File: config.mk
export PLATFORM = sky130hd
export DESIGN_NAME = cfbs_top
export DESIGN_NICKNAME = d
export VERILOG_FILES = /design/src/cfbs_pkg.sv /design/src/cfbs_fifo.sv /design/src/cfbs_msg_ram.sv /design/src/cfbs_top.sv
export VERILOG_INCLUDE_DIRS = /design/src /design/src/src
export SDC_FILE = /design/constraint.sdc
export NUM_CORES = 1
export LEC_CHECK = 0
export ABC_AREA = 1
export BUFFER_PORTS_ARGS = -buffer_cell sky130_fd_sc_hd__buf_4
export CAP_MARGIN = 20
export CORE_ASPECT_RATIO = 1.1
export CORE_MARGIN = 5
export CORE_UTILIZATION = 65
export DETAILED_ROUTE_END_ITERATION = 6
export GPL_TIMING_DRIVEN = 1
export MAX_ROUTING_LAYER = met4
export PLACE_DENSITY_LB_ADDON = 0.12
export SYNTH_ARGS = -nofsm -noshare
export SYNTH_HDL_FRONTEND = slang
export SYNTH_HIERARCHICAL = 1
export SYNTH_SLANG_ARGS = --single-unit
File: constraint.sdc
create_clock -name clock -period 5.75 [get_ports clock]
set_input_delay 0.8625 -clock clock [delete_from_list [all_inputs] [get_ports clock]]
set_output_delay 0.8625 -clock clock [all_outputs]
set_load 0.02 [all_outputs]
File: src/cfbs_params.svh
/*
  constants of the filter steering and message buffer block: offsets,
  field positions, reset values and sizes.
  assumes: included by bare name from the design files.
*/
`ifndef CFBS_PARAMS_SVH
`define CFBS_PARAMS_SVH

// ==========================================================
// register offsets (byte address, low 12 bits)
`define CFBS_OFS_PTR_LO   12'h000
`define CFBS_OFS_PTR_HI   12'h004
`define CFBS_OFS_CTRL     12'h008
`define CFBS_OFS_STAT     12'h00C
`define CFBS_MSG_PAGE     4'h1

// ==========================================================
// field positions
`define CFBS_FLD_W        4
`define CFBS_SID_MSB      12
`define CFBS_SID_LSB      2
`define CFBS_SRR_BIT      1
`define CFBS_IDE_BIT      0
`define CFBS_EID_MSB      11
`define CFBS_CTRL_EN_BIT  0
`define CFBS_CTRL_CLR_BIT 1

// ==========================================================
// reset values and sizes
`define CFBS_PTR_RST      16'h0000
`define CFBS_CTRL_EN_RST  1'b1
`define CFBS_FILT_FIRST   4'h4
`define CFBS_FILT_LAST    4'hB
`define CFBS_NUM_BUF      32
`define CFBS_FIFO_DEPTH   4

`endif

File: src/cfbs_pkg.sv
/*
  types of the filter steering and message buffer block.
  assumes: compiled before every other design file.
*/
package cfbs_pkg;

  // ========================================================
  // bus slave states, gray along idle -> read data -> idle
  typedef enum logic [0:0] {
    ST_IDLE  = 1'b0,
    ST_RDATA = 1'b1
  } cfbs_bus_st_t;

  // received message: filter(4) sid(11) srr ide eid17..6(12)
  typedef logic [28:0] cfbs_rx_word_t;

endpackage

File: src/cfbs_fifo.sv
/*
  small flip-flop fifo with valid/ready on both sides.
  assumes: one clock, async active-low reset; depth a power of two.
*/
`timescale 1ns/1ps
`default_nettype none

module cfbs_fifo #(
  parameter int WIDTH = 29,
  parameter int DEPTH = 4
) (
  input  wire logic             clock,
  input  wire logic             rst_n,
  input  wire logic             in_valid,
  output logic                  in_ready,
  input  wire logic [WIDTH-1:0] in_data,
  output logic                  out_valid,
  input  wire logic             out_ready,
  output logic [WIDTH-1:0]      out_data
);
  import cfbs_pkg::*;

  localparam int AW = $clog2(DEPTH);
  localparam int CW = $clog2(DEPTH + 1);

  // ========================================================
  // storage and pointers
  logic [WIDTH-1:0] mem_r   [DEPTH];  // entries
  logic [WIDTH-1:0] mem_nxt [DEPTH];
  logic [AW-1:0]    wr_ptr_r, wr_ptr_nxt;  // fill index
  logic [AW-1:0]    rd_ptr_r, rd_ptr_nxt;  // drain index
  logic [CW-1:0]    count_r,  count_nxt;   // occupancy
  logic             ready_nxt;
  logic             push, pop;

  assign push      = in_valid & in_ready;
  assign pop       = out_valid & out_ready;
  assign out_valid = (count_r != '0);
  assign out_data  = mem_r[rd_ptr_r];

  // next pointers, count and ready
  always_comb begin
    mem_nxt    = mem_r;
    wr_ptr_nxt = wr_ptr_r;
    rd_ptr_nxt = rd_ptr_r;
    count_nxt  = count_r;
    if (push) begin
      mem_nxt[wr_ptr_r] = in_data;
      wr_ptr_nxt        = wr_ptr_r + AW'(1);
    end
    if (pop) begin
      rd_ptr_nxt = rd_ptr_r + AW'(1);
    end
    if (push && !pop) begin
      count_nxt = count_r + CW'(1);
    end else if (pop && !push) begin
      count_nxt = count_r - CW'(1);
    end
    ready_nxt = (count_nxt != CW'(DEPTH));  // honest full
  end

  // register state
  always_ff @(posedge clock or negedge rst_n) begin
    if (!rst_n) begin
      mem_r    <= '{default: '0};
      wr_ptr_r <= '0;
      rd_ptr_r <= '0;
      count_r  <= '0;
      in_ready <= 1'b1;
    end else begin
      mem_r    <= mem_nxt;
      wr_ptr_r <= wr_ptr_nxt;
      rd_ptr_r <= rd_ptr_nxt;
      count_r  <= count_nxt;
      in_ready <= ready_nxt;
    end
  end
endmodule

`default_nettype wire

File: src/cfbs_msg_ram.sv
/*
  message buffer identifier words, 32 buffers of sid and eid words,
  kept apart from the register space.
  assumes: one writer per word per cycle, read index from the bus slave.
*/
`timescale 1ns/1ps
`default_nettype none
`include "cfbs_params.svh"

module cfbs_msg_ram (
  input  wire logic        clock,
  input  wire logic        rst_n,
  input  wire logic        sid_we,
  input  wire logic        eid_we,
  input  wire logic [4:0]  widx,
  input  wire logic [12:0] wsid,
  input  wire logic [11:0] weid,
  input  wire logic [4:0]  ridx,
  output logic [12:0]      rsid,
  output logic [11:0]      reid
);
  import cfbs_pkg::*;

  // ========================================================
  // storage, one generate slice per buffer
  logic [12:0] sid_r [`CFBS_NUM_BUF];  // sid10..0, srr, ide
  logic [11:0] eid_r [`CFBS_NUM_BUF];  // eid17..6

  for (genvar g = 0; g < `CFBS_NUM_BUF; g++) begin : g_buf
    logic [12:0] sid_nxt;
    logic [11:0] eid_nxt;
    // next value of this buffer's words
    always_comb begin
      sid_nxt = sid_r[g];
      eid_nxt = eid_r[g];
      if (sid_we && widx == 5'(g)) begin
        sid_nxt = wsid;
      end
      if (eid_we && widx == 5'(g)) begin
        eid_nxt = weid;
      end
    end
    // register the words
    always_ff @(posedge clock or negedge rst_n) begin
      if (!rst_n) begin
        sid_r[g] <= 13'h0000;
        eid_r[g] <= 12'h000;
      end else begin
        sid_r[g] <= sid_nxt;
        eid_r[g] <= eid_nxt;
      end
    end
  end

  assign rsid = sid_r[ridx];
  assign reid = eid_r[ridx];

endmodule

`default_nettype wire

File: src/cfbs_top.sv
/*
  can receive steering and message buffer identifier words behind an
  ahb-lite slave. received messages pass a 4-word fifo, then filters
  4..11 steer each into the buffer named by their pointer field.
  assumes: ahb-lite master with single word transfers, one clock,
  filter matching done upstream.
*/
// Implementation choices: the register offsets and the AHB-Lite interface to the registers.
// Functional notes
// filters 4-7 steer via pointer-low fields
// filters 8-11 steer via pointer-high fields
// sid word holds identifier in bits 12-2
// sid bit 1 is srr
// sid bit 0 is ide
// eid word bits 11-0 hold eid17-6
// buffers live apart from register space
// unused identifier upper bits read zero
// pointers are binary indices, reset zero
`timescale 1ns/1ps
`default_nettype none
`include "cfbs_params.svh"

module cfbs_top (
  input  wire logic        clock,
  input  wire logic        rst_n,
  input  wire logic        hsel,
  input  wire logic [31:0] haddr,
  input  wire logic [1:0]  htrans,
  input  wire logic        hwrite,
  input  wire logic [2:0]  hsize,
  input  wire logic [31:0] hwdata,
  input  wire logic        hready,
  output logic             hreadyout,
  output logic [31:0]      hrdata,
  output logic             hresp,
  input  wire logic        rx_valid,
  output logic             rx_ready,
  input  wire logic [3:0]  rx_filter,
  input  wire logic [10:0] rx_sid,
  input  wire logic        rx_srr,
  input  wire logic        rx_ide,
  input  wire logic [11:0] rx_eid,
  output logic             rx_stored,
  output logic [3:0]       rx_stored_buffer
);
  import cfbs_pkg::*;

  // ========================================================
  // decode functions
  // filter index that has a pointer field here
  function automatic logic filter_steered(input logic [3:0] f);
    filter_steered = (f >= `CFBS_FILT_FIRST) && (f <= `CFBS_FILT_LAST);
  endfunction

  // pointer field selected by a filter index
  function automatic logic [3:0] steer_target(input logic [3:0]  f,
                                              input logic [15:0] lo,
                                              input logic [15:0] hi);
    logic [15:0] w;
    w = f[3] ? hi : lo;
    steer_target = w[{f[1:0], 2'b00} +: `CFBS_FLD_W];
  endfunction

  // address falls in the message buffer page
  function automatic logic is_msg(input logic [11:0] a);
    is_msg = (a[11:8] == `CFBS_MSG_PAGE);
  endfunction

  // ========================================================
  // declarations
  cfbs_bus_st_t  st_r, st_nxt;          // bus slave state
  logic [11:0]   addr_r, addr_nxt;      // data-phase address
  logic          wr_r, wr_nxt;          // write data phase pending
  logic          rdy_nxt;               // next hreadyout
  logic [31:0]   rdata_nxt;             // next hrdata
  logic [31:0]   rd_value;              // decoded read value
  logic          acc;                   // address phase taken
  logic [15:0]   ptr_lo_r, ptr_lo_nxt;  // filter 4-7 pointers
  logic [15:0]   ptr_hi_r, ptr_hi_nxt;  // filter 8-11 pointers
  logic          en_r, en_nxt;          // steering enable
  logic          ptr_wr_seen_r;         // any pointer write yet
  logic [7:0]    st_cnt_r, st_cnt_nxt;  // stored messages
  logic [7:0]    dr_cnt_r, dr_cnt_nxt;  // dropped messages
  logic [3:0]    last_nxt;              // next stored buffer
  logic          stored_nxt;            // next store pulse
  cfbs_rx_word_t in_word, head;         // fifo words
  logic          head_valid, pop;       // fifo drain side
  logic          hit;                   // head is steered
  logic [3:0]    target;                // head's buffer
  logic          bus_msg_wr;            // bus owns the ram
  logic          clr;                   // counter clear strobe
  logic          sid_we, eid_we;        // ram write enables
  logic [4:0]    widx;                  // ram write index
  logic [12:0]   wsid, rsid;            // sid words
  logic [11:0]   weid, reid;            // eid words

  assign acc = hsel & htrans[1] & hready;

  // ========================================================
  // ahb-lite slave: writes zero wait, reads one wait state
  always_comb begin
    st_nxt    = st_r;
    addr_nxt  = addr_r;
    wr_nxt    = 1'b0;
    rdy_nxt   = hreadyout;
    rdata_nxt = hrdata;
    case (st_r)
      ST_IDLE: begin
        if (acc) begin
          addr_nxt = haddr[11:0];
          wr_nxt   = hwrite;
          if (!hwrite) begin  // read: hold hready low one cycle
            st_nxt  = ST_RDATA;
            rdy_nxt = 1'b0;
          end
        end
      end
      ST_RDATA: begin  // load read data, release hready
        rdata_nxt = rd_value;
        rdy_nxt   = 1'b1;
        st_nxt    = ST_IDLE;
      end
      default: begin
        st_nxt  = ST_IDLE;
        rdy_nxt = 1'b1;
      end
    endcase
  end

  // register bus state
  always_ff @(posedge clock or negedge rst_n) begin
    if (!rst_n) begin
      st_r      <= ST_IDLE;
      addr_r    <= 12'h000;
      wr_r      <= 1'b0;
      hreadyout <= 1'b1;
      hrdata    <= 32'h0000_0000;
      hresp     <= 1'b0;
    end else begin
      st_r      <= st_nxt;
      addr_r    <= addr_nxt;
      wr_r      <= wr_nxt;
      hreadyout <= rdy_nxt;
      hrdata    <= rdata_nxt;
      hresp     <= 1'b0;  // always okay
    end
  end

  // read decode; unmapped reads zero
  always_comb begin
    rd_value = 32'h0000_0000;
    if (is_msg(addr_r)) begin
      if (addr_r[2]) begin
        rd_value = {20'h00000, reid};
      end else begin
        rd_value = {19'h00000, rsid};
      end
    end else begin
      case (addr_r)
        `CFBS_OFS_PTR_LO: rd_value = {16'h0000, ptr_lo_r};
        `CFBS_OFS_PTR_HI: rd_value = {16'h0000, ptr_hi_r};
        `CFBS_OFS_CTRL:   rd_value = {31'h0000_0000, en_r};
        `CFBS_OFS_STAT:   rd_value = {8'h00, dr_cnt_r, st_cnt_r,
                                      4'h0, rx_stored_buffer};
        default:          rd_value = 32'h0000_0000;
      endcase
    end
  end

  // ========================================================
  // control registers and counters
  assign clr = wr_r && addr_r == `CFBS_OFS_CTRL && hwdata[`CFBS_CTRL_CLR_BIT];

  always_comb begin
    ptr_lo_nxt = ptr_lo_r;
    ptr_hi_nxt = ptr_hi_r;
    en_nxt     = en_r;
    if (wr_r && addr_r == `CFBS_OFS_PTR_LO) begin
      ptr_lo_nxt = hwdata[15:0];
    end
    if (wr_r && addr_r == `CFBS_OFS_PTR_HI) begin
      ptr_hi_nxt = hwdata[15:0];
    end
    if (wr_r && addr_r == `CFBS_OFS_CTRL) begin
      en_nxt = hwdata[`CFBS_CTRL_EN_BIT];
    end
    // an event in the clear cycle still counts
    st_cnt_nxt = clr ? 8'h00 : st_cnt_r;
    dr_cnt_nxt = clr ? 8'h00 : dr_cnt_r;
    if (pop && hit) begin
      st_cnt_nxt = st_cnt_nxt + 8'h01;
    end
    if (pop && !hit) begin
      dr_cnt_nxt = dr_cnt_nxt + 8'h01;
    end
    stored_nxt = pop && hit;
    last_nxt   = (pop && hit) ? target : rx_stored_buffer;
  end

  // register control state
  always_ff @(posedge clock or negedge rst_n) begin
    if (!rst_n) begin
      ptr_lo_r         <= `CFBS_PTR_RST;
      ptr_hi_r         <= `CFBS_PTR_RST;
      en_r             <= `CFBS_CTRL_EN_RST;
      ptr_wr_seen_r    <= 1'b0;
      st_cnt_r         <= 8'h00;
      dr_cnt_r         <= 8'h00;
      rx_stored        <= 1'b0;
      rx_stored_buffer <= 4'h0;
    end else begin
      ptr_lo_r         <= ptr_lo_nxt;
      ptr_hi_r         <= ptr_hi_nxt;
      en_r             <= en_nxt;
      ptr_wr_seen_r    <= ptr_wr_seen_r | (wr_r && !is_msg(addr_r) &&
                          addr_r[11:3] == 9'h000);
      st_cnt_r         <= st_cnt_nxt;
      dr_cnt_r         <= dr_cnt_nxt;
      rx_stored        <= stored_nxt;
      rx_stored_buffer <= last_nxt;
    end
  end

  // ========================================================
  // receive path: fifo, then steering into the buffers
  assign in_word = {rx_filter, rx_sid, rx_srr, rx_ide, rx_eid};

  cfbs_fifo #(
    .WIDTH ($bits(cfbs_rx_word_t)),
    .DEPTH (`CFBS_FIFO_DEPTH)
  ) u_fifo (
    .clock     (clock),
    .rst_n     (rst_n),
    .in_valid  (rx_valid),
    .in_ready  (rx_ready),
    .in_data   (in_word),
    .out_valid (head_valid),
    .out_ready (pop),
    .out_data  (head)
  );

  assign hit        = filter_steered(head[28:25]);
  assign target     = steer_target(head[28:25], ptr_lo_r, ptr_hi_r);
  assign bus_msg_wr = wr_r && is_msg(addr_r);
  // a bus write to the buffers, or steering off, stalls the drain
  assign pop        = head_valid && en_r && !bus_msg_wr;

  // one write port: bus first, else the steered message
  always_comb begin
    if (bus_msg_wr) begin
      sid_we = !addr_r[2];
      eid_we = addr_r[2];
      widx   = addr_r[7:3];
      wsid   = hwdata[`CFBS_SID_MSB:0];
      weid   = hwdata[`CFBS_EID_MSB:0];
    end else begin
      sid_we = pop && hit;
      eid_we = pop && hit;
      widx   = {1'b0, target};
      wsid   = head[24:12];
      weid   = head[11:0];
    end
  end

  cfbs_msg_ram u_ram (
    .clock  (clock),
    .rst_n  (rst_n),
    .sid_we (sid_we),
    .eid_we (eid_we),
    .widx   (widx),
    .wsid   (wsid),
    .weid   (weid),
    .ridx   (addr_r[7:3]),
    .rsid   (rsid),
    .reid   (reid)
  );
endmodule

`default_nettype wire

==> metrics, run 1 <==
Die Y just under 300 um; CTS Buffer Depth 3; post-detail-place hpwl 76200 um; Power Density 527 nW/um2; Die Wd ~270 um; final hold violations 0; nets@finish 5879; Critical Path Start Type flip-flop; Yosys top cell area share 0.537; placer congestion estimate around 0.95; WL per Instance approximately 19 um; Clock power frac 0.255; Fill cells 5765; CTS sink cnt around 1.0k; Final Critical Period 4.71 ns; FF+latch count, synth 1017; Max Cap Violations 0; # resized after CTS 0; net switching power approximately 11 mW; Root Driver clkbuf_16; first-pass GRT wire length 209000 um; CTS tree built; Synth area leaders dfrtp_1 54%, nand2_1 18%, o21ai_0 9.9%; most common cell after layout, fill and taps aside nand2_1; PortBufs 94; standard-cell rows 103; final setup vio count 0; measured slew at the worst slew-check pin about 1.1 ns; gr usage total 0.342; most frequent cells in the layout 2296 x nand2_1, 1010 x dfrtp_1, 929 x o21ai_0, 654 x nand3_1, 157 x buf_4; Yosys cell types 45; worst min path class input pin to async pin; vias in the first global route 37.8k; Slew Limit Fails 0; Synth Instances 5939; final core occ 0.720; Layout Area Growth over Synthesis 9.48%; worst vdd ir ~0.00039 V; Final Cycle Share 0.818; CTS Buf Count 102; multi-input logic area 19300 um2; FF-to-FF setup slack 1.04 ns; Overflow after GRT 0; Mean Syn Cell Area 7.96 um2; vias per inst 6.02; Sum Neg Setup Slack 0 ns; RSZ-0062 raised after global routing no; combinational share of power 0.381; CP Max Fanout 29; Detailed Routing Iterations Pass 1 7; Worst-Skew Late Latency 0.66 ns; Reg power frac 0.364; Seq/Total Area, Yosys 0.538; DRT iter0 DRCs 5277; wirelength, routed approximately 130000 um; R2R cell count 14; DRC viols 2; core area between 70000 and 80000 um2; failing checks DRC; Sw Share 0.413; commonest register cell after synthesis dfrtp_1; Worst setup endpoint u_ram/eid_r[164]; Worst Skew 0.0158 ns; FF/Latch Area around 25000 um2; H-tree levels 3; Synth async-reset ratio 1.00; Fin Hold WS ~0.27 ns; Yosys Warn Count 6; Clock Pin Slew Worst Setup and Hold Paths 0.06 ns; CP Data Required Time 6.29 ns; DR vias a little over 40k; initial antenna violation count 1; Synth Cell Area 47300 um2; Crit. End Element flip-flop; Routed Antenna Nets 0; Post-CTS Setup Bufs 0; EDFF count, synth 0; Worst R2R Start u_fifo/rd_ptr_r[0]; Initial Util 0.658; # diodes 0; outcome finished, violations left; Crit Path Category flip-flop to flip-flop; worst reg2reg endpoint u_ram/eid_r[164]; die area between 70000 and 80000 um2; largest net degree at the start of global routing about 170; num ports approximately 140; relative slew slack 0.260; WP data arrival 5.25 ns; Hold Buf Count CTS 0; fmax 0.212 GHz; share of cells above drive strength 1 0.0790; Cell Int Power 16.0 mW; critical path launch point u_fifo/rd_ptr_r[0]; total leakage power about 27 nW; post-synth top area cell dfrtp_1
-- sequential cells by signal (all words and copies together) (netlist names), 2 cells and up --
register / count
dr_cnt_r: 8
u_fifo/wr_ptr_r: 2
u_ram/eid_r: 384
addr_r: 12
st_cnt_r: 8
u_ram/sid_r: 416
ptr_lo_r: 16
ptr_hi_r: 16
u_fifo/mem_r: 116
u_fifo/count_r: 3
rx_stored_buffer: 4
hrdata: 24
u_fifo/rd_ptr_r: 2
-- how the worst min path moves through the flow --
stage	end	slack (ns)	cells past startpoint	start
2_1_floorplan	u_fifo/mem_r[29]	0.45	2	u_fifo/mem_r[29]
3_3_place_gp	u_fifo/mem_r[57]	0.46	2	u_fifo/mem_r[57]
3_5_place_dp	u_fifo/mem_r[57]	0.47	2	u_fifo/mem_r[57]
4_1_cts	u_ram/sid_r[333]	0.32	1	rst_n
5_1_grt	u_ram/sid_r[333]	0.35	1	rst_n
6_report	u_ram/sid_r[360]	0.27	1	rst_n
-- final cells by class --
| type | instances | area share |
|---|---|---|
| clock buffer | 160 | 0.0610 |
| clock inverter | 24 | 0.00752 |
| inverter | 139 | 0.0105 |
| multi-input combinational | 4323 | 0.372 |
| sequential | 1017 | 0.492 |
| tap | 945 | 0.0228 |
| timing repair buffer | 183 | 0.0340 |
-- power by group through the flow --
| stage | logic (mW) | registers, mW | clock network (mW) |
|---|---|---|---|
| floorplan | 6.88 | 9.77 | 0 |
| global placement | 9.53 | 9.94 | 0 |
| detailed placement | 9.82 | 10.0 | 0 |
| CTS | 9.90 | 9.91 | 7.04 |
| global route | 11.5 | 10.1 | 7.36 |
| finish | 10.4 | 9.94 | 6.96 |
-- cells by family after synthesis --
logic type | count (synthesis) | share of synthesized area
and+or+nand+nor | 3157 | 0.279
AOI/OAI and AO/OA | 1139 | 0.123
DFF | 1017 | 0.538
buffers and inverters | 607 | 0.0554
adders and majority gates | 9 | 0.00238
xor gates and xnor gates | 6 | 0.00111
muxes | 3 | 0.000714
other | 1 | 0.0000793
-- layer usage --
| layer | wire, um | vias up | global-route usage |
|---|---|---|---|
| li1 | - | 19000 | - |
| met5 | 0 | - | - |
| met3 | 11600 | 340 | 0.0490 |
| met1 | 53800 | 19700 | 0.479 |
| met4 | 5670 | 0 | 0.143 |
| met2 | 60700 | 1840 | 0.509 |
-- synthesized netlist by cell type (all sizes together) (4+ instances only) --
cell       n
dfrtp   1014
o22ai     32
or2        4
inv      138
ha         9
nand3    702
clkbuf   300
nor2     132
xor2       4
o21ai   1060
nand4      6
buf      168
nand2   2308
a21oi     29
a41oi      5
-- per-stage QoR --
step / worst slack, ns / power, mW / cells / area [um2]
after floorplan: 2.59 / 16.6 / 5947 / 47300
after global placement: 1.46 / 19.5 / 6595 / 47900
after detailed placement: 1.28 / 19.8 / 6598 / 48000
after CTS: 1.24 / 26.9 / 6782 / 51500
after global routing: 0.795 / 29.0 / 6791 / 51800
final: 1.04 / 27.3 / 6791 / 51800
-- critical path, cell delays in order, from the launching register on --
cell      delay, ns
dfrtp_1        0.34
buf_4          0.31
inv_2          0.19
o21ai_0        0.22
o22ai_1        0.11
buf_4          0.18
inv_1          0.21
o21ai_0        0.13
o221ai_1       0.15
o21ai_0        0.18
o21ai_0        0.73
nand2_1        0.36
nor2_2         0.33
nand3_1        0.69
o21ai_0        0.46
(Power assumes the default switching activity.)
==> run 2, diff against run 1 <==
--- a/config.mk
+++ b/config.mk
@@ -6,12 +6,12 @@
 export SDC_FILE = /design/constraint.sdc
 export NUM_CORES = 1
 export LEC_CHECK = 0
-export ABC_AREA = 1
+export ABC_AREA = 0
 export BUFFER_PORTS_ARGS = -buffer_cell sky130_fd_sc_hd__buf_4
 export CAP_MARGIN = 20
 export CORE_ASPECT_RATIO = 1.1
 export CORE_MARGIN = 5
-export CORE_UTILIZATION = 65
+export CORE_UTILIZATION = 63
 export DETAILED_ROUTE_END_ITERATION = 6
 export GPL_TIMING_DRIVEN = 1
 export MAX_ROUTING_LAYER = met4
==> constraint.sdc (replaced) <==
create_clock -name clock -period 4.7 [get_ports clock]
set_input_delay 0.705 -clock clock [delete_from_list [all_inputs] [get_ports clock]]
set_output_delay 0.705 -clock clock [all_outputs]
set_load 0.02 [all_outputs]
==> run 2 against run 1 <==
Net effect:
- cell count shrank 32%
- register-to-register slack got worse by 0.79 ns
- clock power rose by 20%
- worst hold slack got worse by 0.26 ns
- utilization shrank 1.2 points
- combinational power grew 17%
- die area up 3.8%
- the run now ends clean
- global-route usage is 3.5 points lower
- wire length decreased by 7.8%
- highest routed layer unchanged
- cell area grew 2.2%
- critical path type unchanged
- non-clock buffer count increased by 33
- via count shrank 27%
==> metrics, run 2 <==
vias per inst 6.42 (+6.7%); Clock Pin Slew Worst Setup and Hold Paths 0.06 ns (about the same); Worst-Skew Late Latency 0.68 ns (+0.02 ns); worst reg2reg endpoint u_ram/sid_r[190]; CP Max Fanout 13 (-55%); relative slew slack 0.346 (+0.0857); CP Data Required Time 5.25 ns (-1.04 ns); core area 74800 um2 (+4.0%); Final Cycle Share 0.946 (+0.128); WL per Instance 26.2 um (+35%); Cell Int Power 20.6 mW (+29%); FF+latch count, synth 1017 (unchanged); final setup vio count 0 (unchanged); total leakage power 22.3 nW (-16%); DRT iter0 DRCs 2457 (-53%); Final Critical Period 4.45 ns (-0.259 ns); Layout Area Growth over Synthesis 11.0%; R2R cell count 9 (-5); final hold violations 0 (unchanged); Worst Skew 0.0195 ns (+0.00375 ns); Mean Syn Cell Area 13.4 um2 (+68%); Overflow after GRT 0 (unchanged); Clock power frac 0.256 (about the same); most common cell in the netlist dfrtp_1; Synth async-reset ratio 1.00 (unchanged); PortBufs 94 (unchanged); first-pass GRT wire length 189000 um (-9.7%); # diodes 0 (unchanged); Initial Util 0.637 (-0.0202); CP top delay family multiplexers; Sw Share 0.370 (-0.0433); combinational share of power 0.372 (-0.009); largest net degree at the start of global routing 148 (-11%); Synth Cell Area 47600 um2 (+0.75%); H-tree levels 3 (unchanged); Fill cells 4913 (-15%); RSZ-0062 raised after global routing no; gr usage total 0.307 (-0.0349); DR vias 29.8k (-27%); share of cells above drive strength 1 0.390 (+0.311); Die Y 298 um (+1.9%); Detailed Routing Iterations Pass 1 6 (-1); most frequent cells in the layout 1011 x dfrtp_1, 927 x mux2_2, 427 x mux2i_1, 202 x nand2_1, 193 x buf_4; Yosys top cell area share 0.533 (-0.00402); post-synth top area cell dfrtp_1; Max Cap Violations 0 (unchanged); critical path's largest stage delay 0.66 ns (-0.07 ns); Reg power frac 0.372 (+0.008); Critical Path Start Type flip-flop; placer congestion estimate 0.894 (-5.5%); nets@finish 3703 (-37%); measured slew at the worst slew-check pin 0.981 ns (-0.127 ns); CP dominant cell by count mux4_2; num ports 144 (unchanged); fmax 0.225 GHz (+5.8%); Crit. End Element flip-flop; CTS tree built; Slew Limit Fails 0 (unchanged); FF-to-FF setup slack 0.25 ns (-0.79 ns); Place WS -0.0580 ns (-1.34 ns); Final WS setup 0.253 ns (-0.791 ns); cell area after layout 52900 um2 (+2.2%); CP max stage cell mux4_2; Routed Antenna Nets 0 (unchanged); most common cell after layout, fill and taps aside dfrtp_1; CTS sink cnt 1017 (unchanged); Power Density 618 nW/um2 (+17%); CTS Buf Count 103 (+0.98%); post-detail-place hpwl 78600 um (+3.1%); Die Wd 272 um (+1.9%); outcome finished, final reports clean; Synth Instances 3563 (-40%); worst vdd ir 0.000811 V (+110%); Sum Neg Setup Slack 0 ns (unchanged); die area 81200 um2 (+3.8%); Largest regs u_ram/sid_r: 416 flops, u_ram/eid_r: 384 flops, u_fifo/mem_r: 116 flops; Synth area leaders dfrtp_1 53%, mux2_2 22%, mux2i_1 9.0%; Placed Area 49300 um2 (+2.7%); Commonest cells post-synth 1014 x dfrtp_1, 927 x mux2_2, 427 x mux2i_1; Hold Buf Count CTS 0 (unchanged); WP data arrival 4.99 ns (-0.26 ns); Root Driver clkbuf_16; commonest register cell after synthesis dfrtp_1; Yosys Warn Count 6 (unchanged); Largest register FFs 416 (unchanged); Worst R2R Start u_fifo/rd_ptr_r[0]; vias in the first global route 31.7k (-16%); worst min path class input pin to async pin; CTS Buffer Depth 3 (unchanged); Top reg by flops u_ram/sid_r; DRC viols 0 (-2); CP bufs+invs 1 (-3); standard-cell rows 105 (+1.9%); Crit Path Category flip-flop to flip-flop; initial antenna violation count 0 (-1); cells along the critical path buf_4 -> mux4_2 -> mux4_2 -> mux2i_1 -> a21oi_1 -> nand2b_1 -> nor3_2 -> nand2_1 -> mux2_2; Seq/Total Area, Yosys 0.534 (-0.00403); EDFF count, synth 0 (unchanged); Yosys cell types 59 (+31%); wirelength, routed 122000 um (-7.8%); Post-CTS Setup Bufs 0 (unchanged); net switching power 12.1 mW (+7.2%)
==> run 2: layout make-up <==
cell class              count  area [um2]  area share
repair buffers            216        1900      0.0360
flip-flops and latches   1017       25500       0.481
inverters                  12        45.0    0.000852
multi-input cells        2240       20800       0.392
well taps                 963        1200      0.0228
clock inverters            43         503     0.00951
clock buffers             150        3010      0.0570
==> run 2: worst max path at each step <==
stage	start	to	slack (ns)	depth (start not counted)
2_1_floorplan	u_fifo/rd_ptr_r[0]	u_ram/eid_r[217]	0.96	11
3_3_place_gp	u_fifo/rd_ptr_r[0]	u_ram/sid_r[191]	-0.07	9
3_5_place_dp	u_fifo/rd_ptr_r[0]	u_ram/eid_r[370]	-0.06	9
4_1_cts	u_fifo/rd_ptr_r[0]	u_ram/sid_r[45]	0.17	9
5_1_grt	u_fifo/rd_ptr_r[0]	u_ram/sid_r[190]	0.22	9
6_report	u_fifo/rd_ptr_r[0]	u_ram/sid_r[190]	0.25	9
==> run 2: metal layers <==
layer  wire length (um)  part of all wire  global-route usage  vias to the layer above
li1                   -                 -                   -                    12900
met1              51100              0.42               0.410                    15700
met2              58800              0.48               0.485                      961
met3               6990             0.058              0.0518                      228
met4               4610             0.038               0.107                        0
met5                  0                 0                   -                        -
==> run 2: per-stage QoR <==
step / power (mW) / instances / hold slack, ns / util
6_report: 32.7 / 4641 / 0.00678 / 0.707
5_1_grt: 34.1 / 4641 / 0.0346 / 0.707
4_1_cts: 32.5 / 4639 / 0.00508 / 0.707
3_5_place_dp: 24.1 / 4446 / 0.488 / 0.660
3_3_place_gp: 23.4 / 4444 / 0.478 / 0.659
2_1_floorplan: 19.8 / 3571 / 0.409 / -
==> run 2: repair_timing <==
item | CTS | global route
endpoints found under the setup margin | 38 | 13
endpoints found under the hold margin | 0 | 0
resized for setup | 1 | 1
pin swaps | 0 | 0
==> run 2: cell families (layout without fill, tap and decap cells) <==
group	after synthesis	after routing	synth area share
multiplexers	1431	1431	0.339
flip-flops	1017	1017	0.534
AND/OR/NAND/NOR	462	462	0.0457
AO/OA/AOI/OAI	314	314	0.0443
buffers and inverters	314	421	0.0317
XOR/XNOR	15	15	0.00276
adder cells (fa/ha/maj)	9	9	0.00236
other	1	9	0.0000787
==> run 2: power groups by stage <==
stage | combinational (mW) | sequential (mW) | clock (mW)
after floorplan | 7.97 | 11.9 | 0
after global placement | 11.3 | 12.1 | 0
after detailed placement | 11.8 | 12.3 | 0
after CTS | 11.9 | 12.1 | 8.50
after global routing | 12.8 | 12.4 | 8.87
final | 12.2 | 12.2 | 8.37
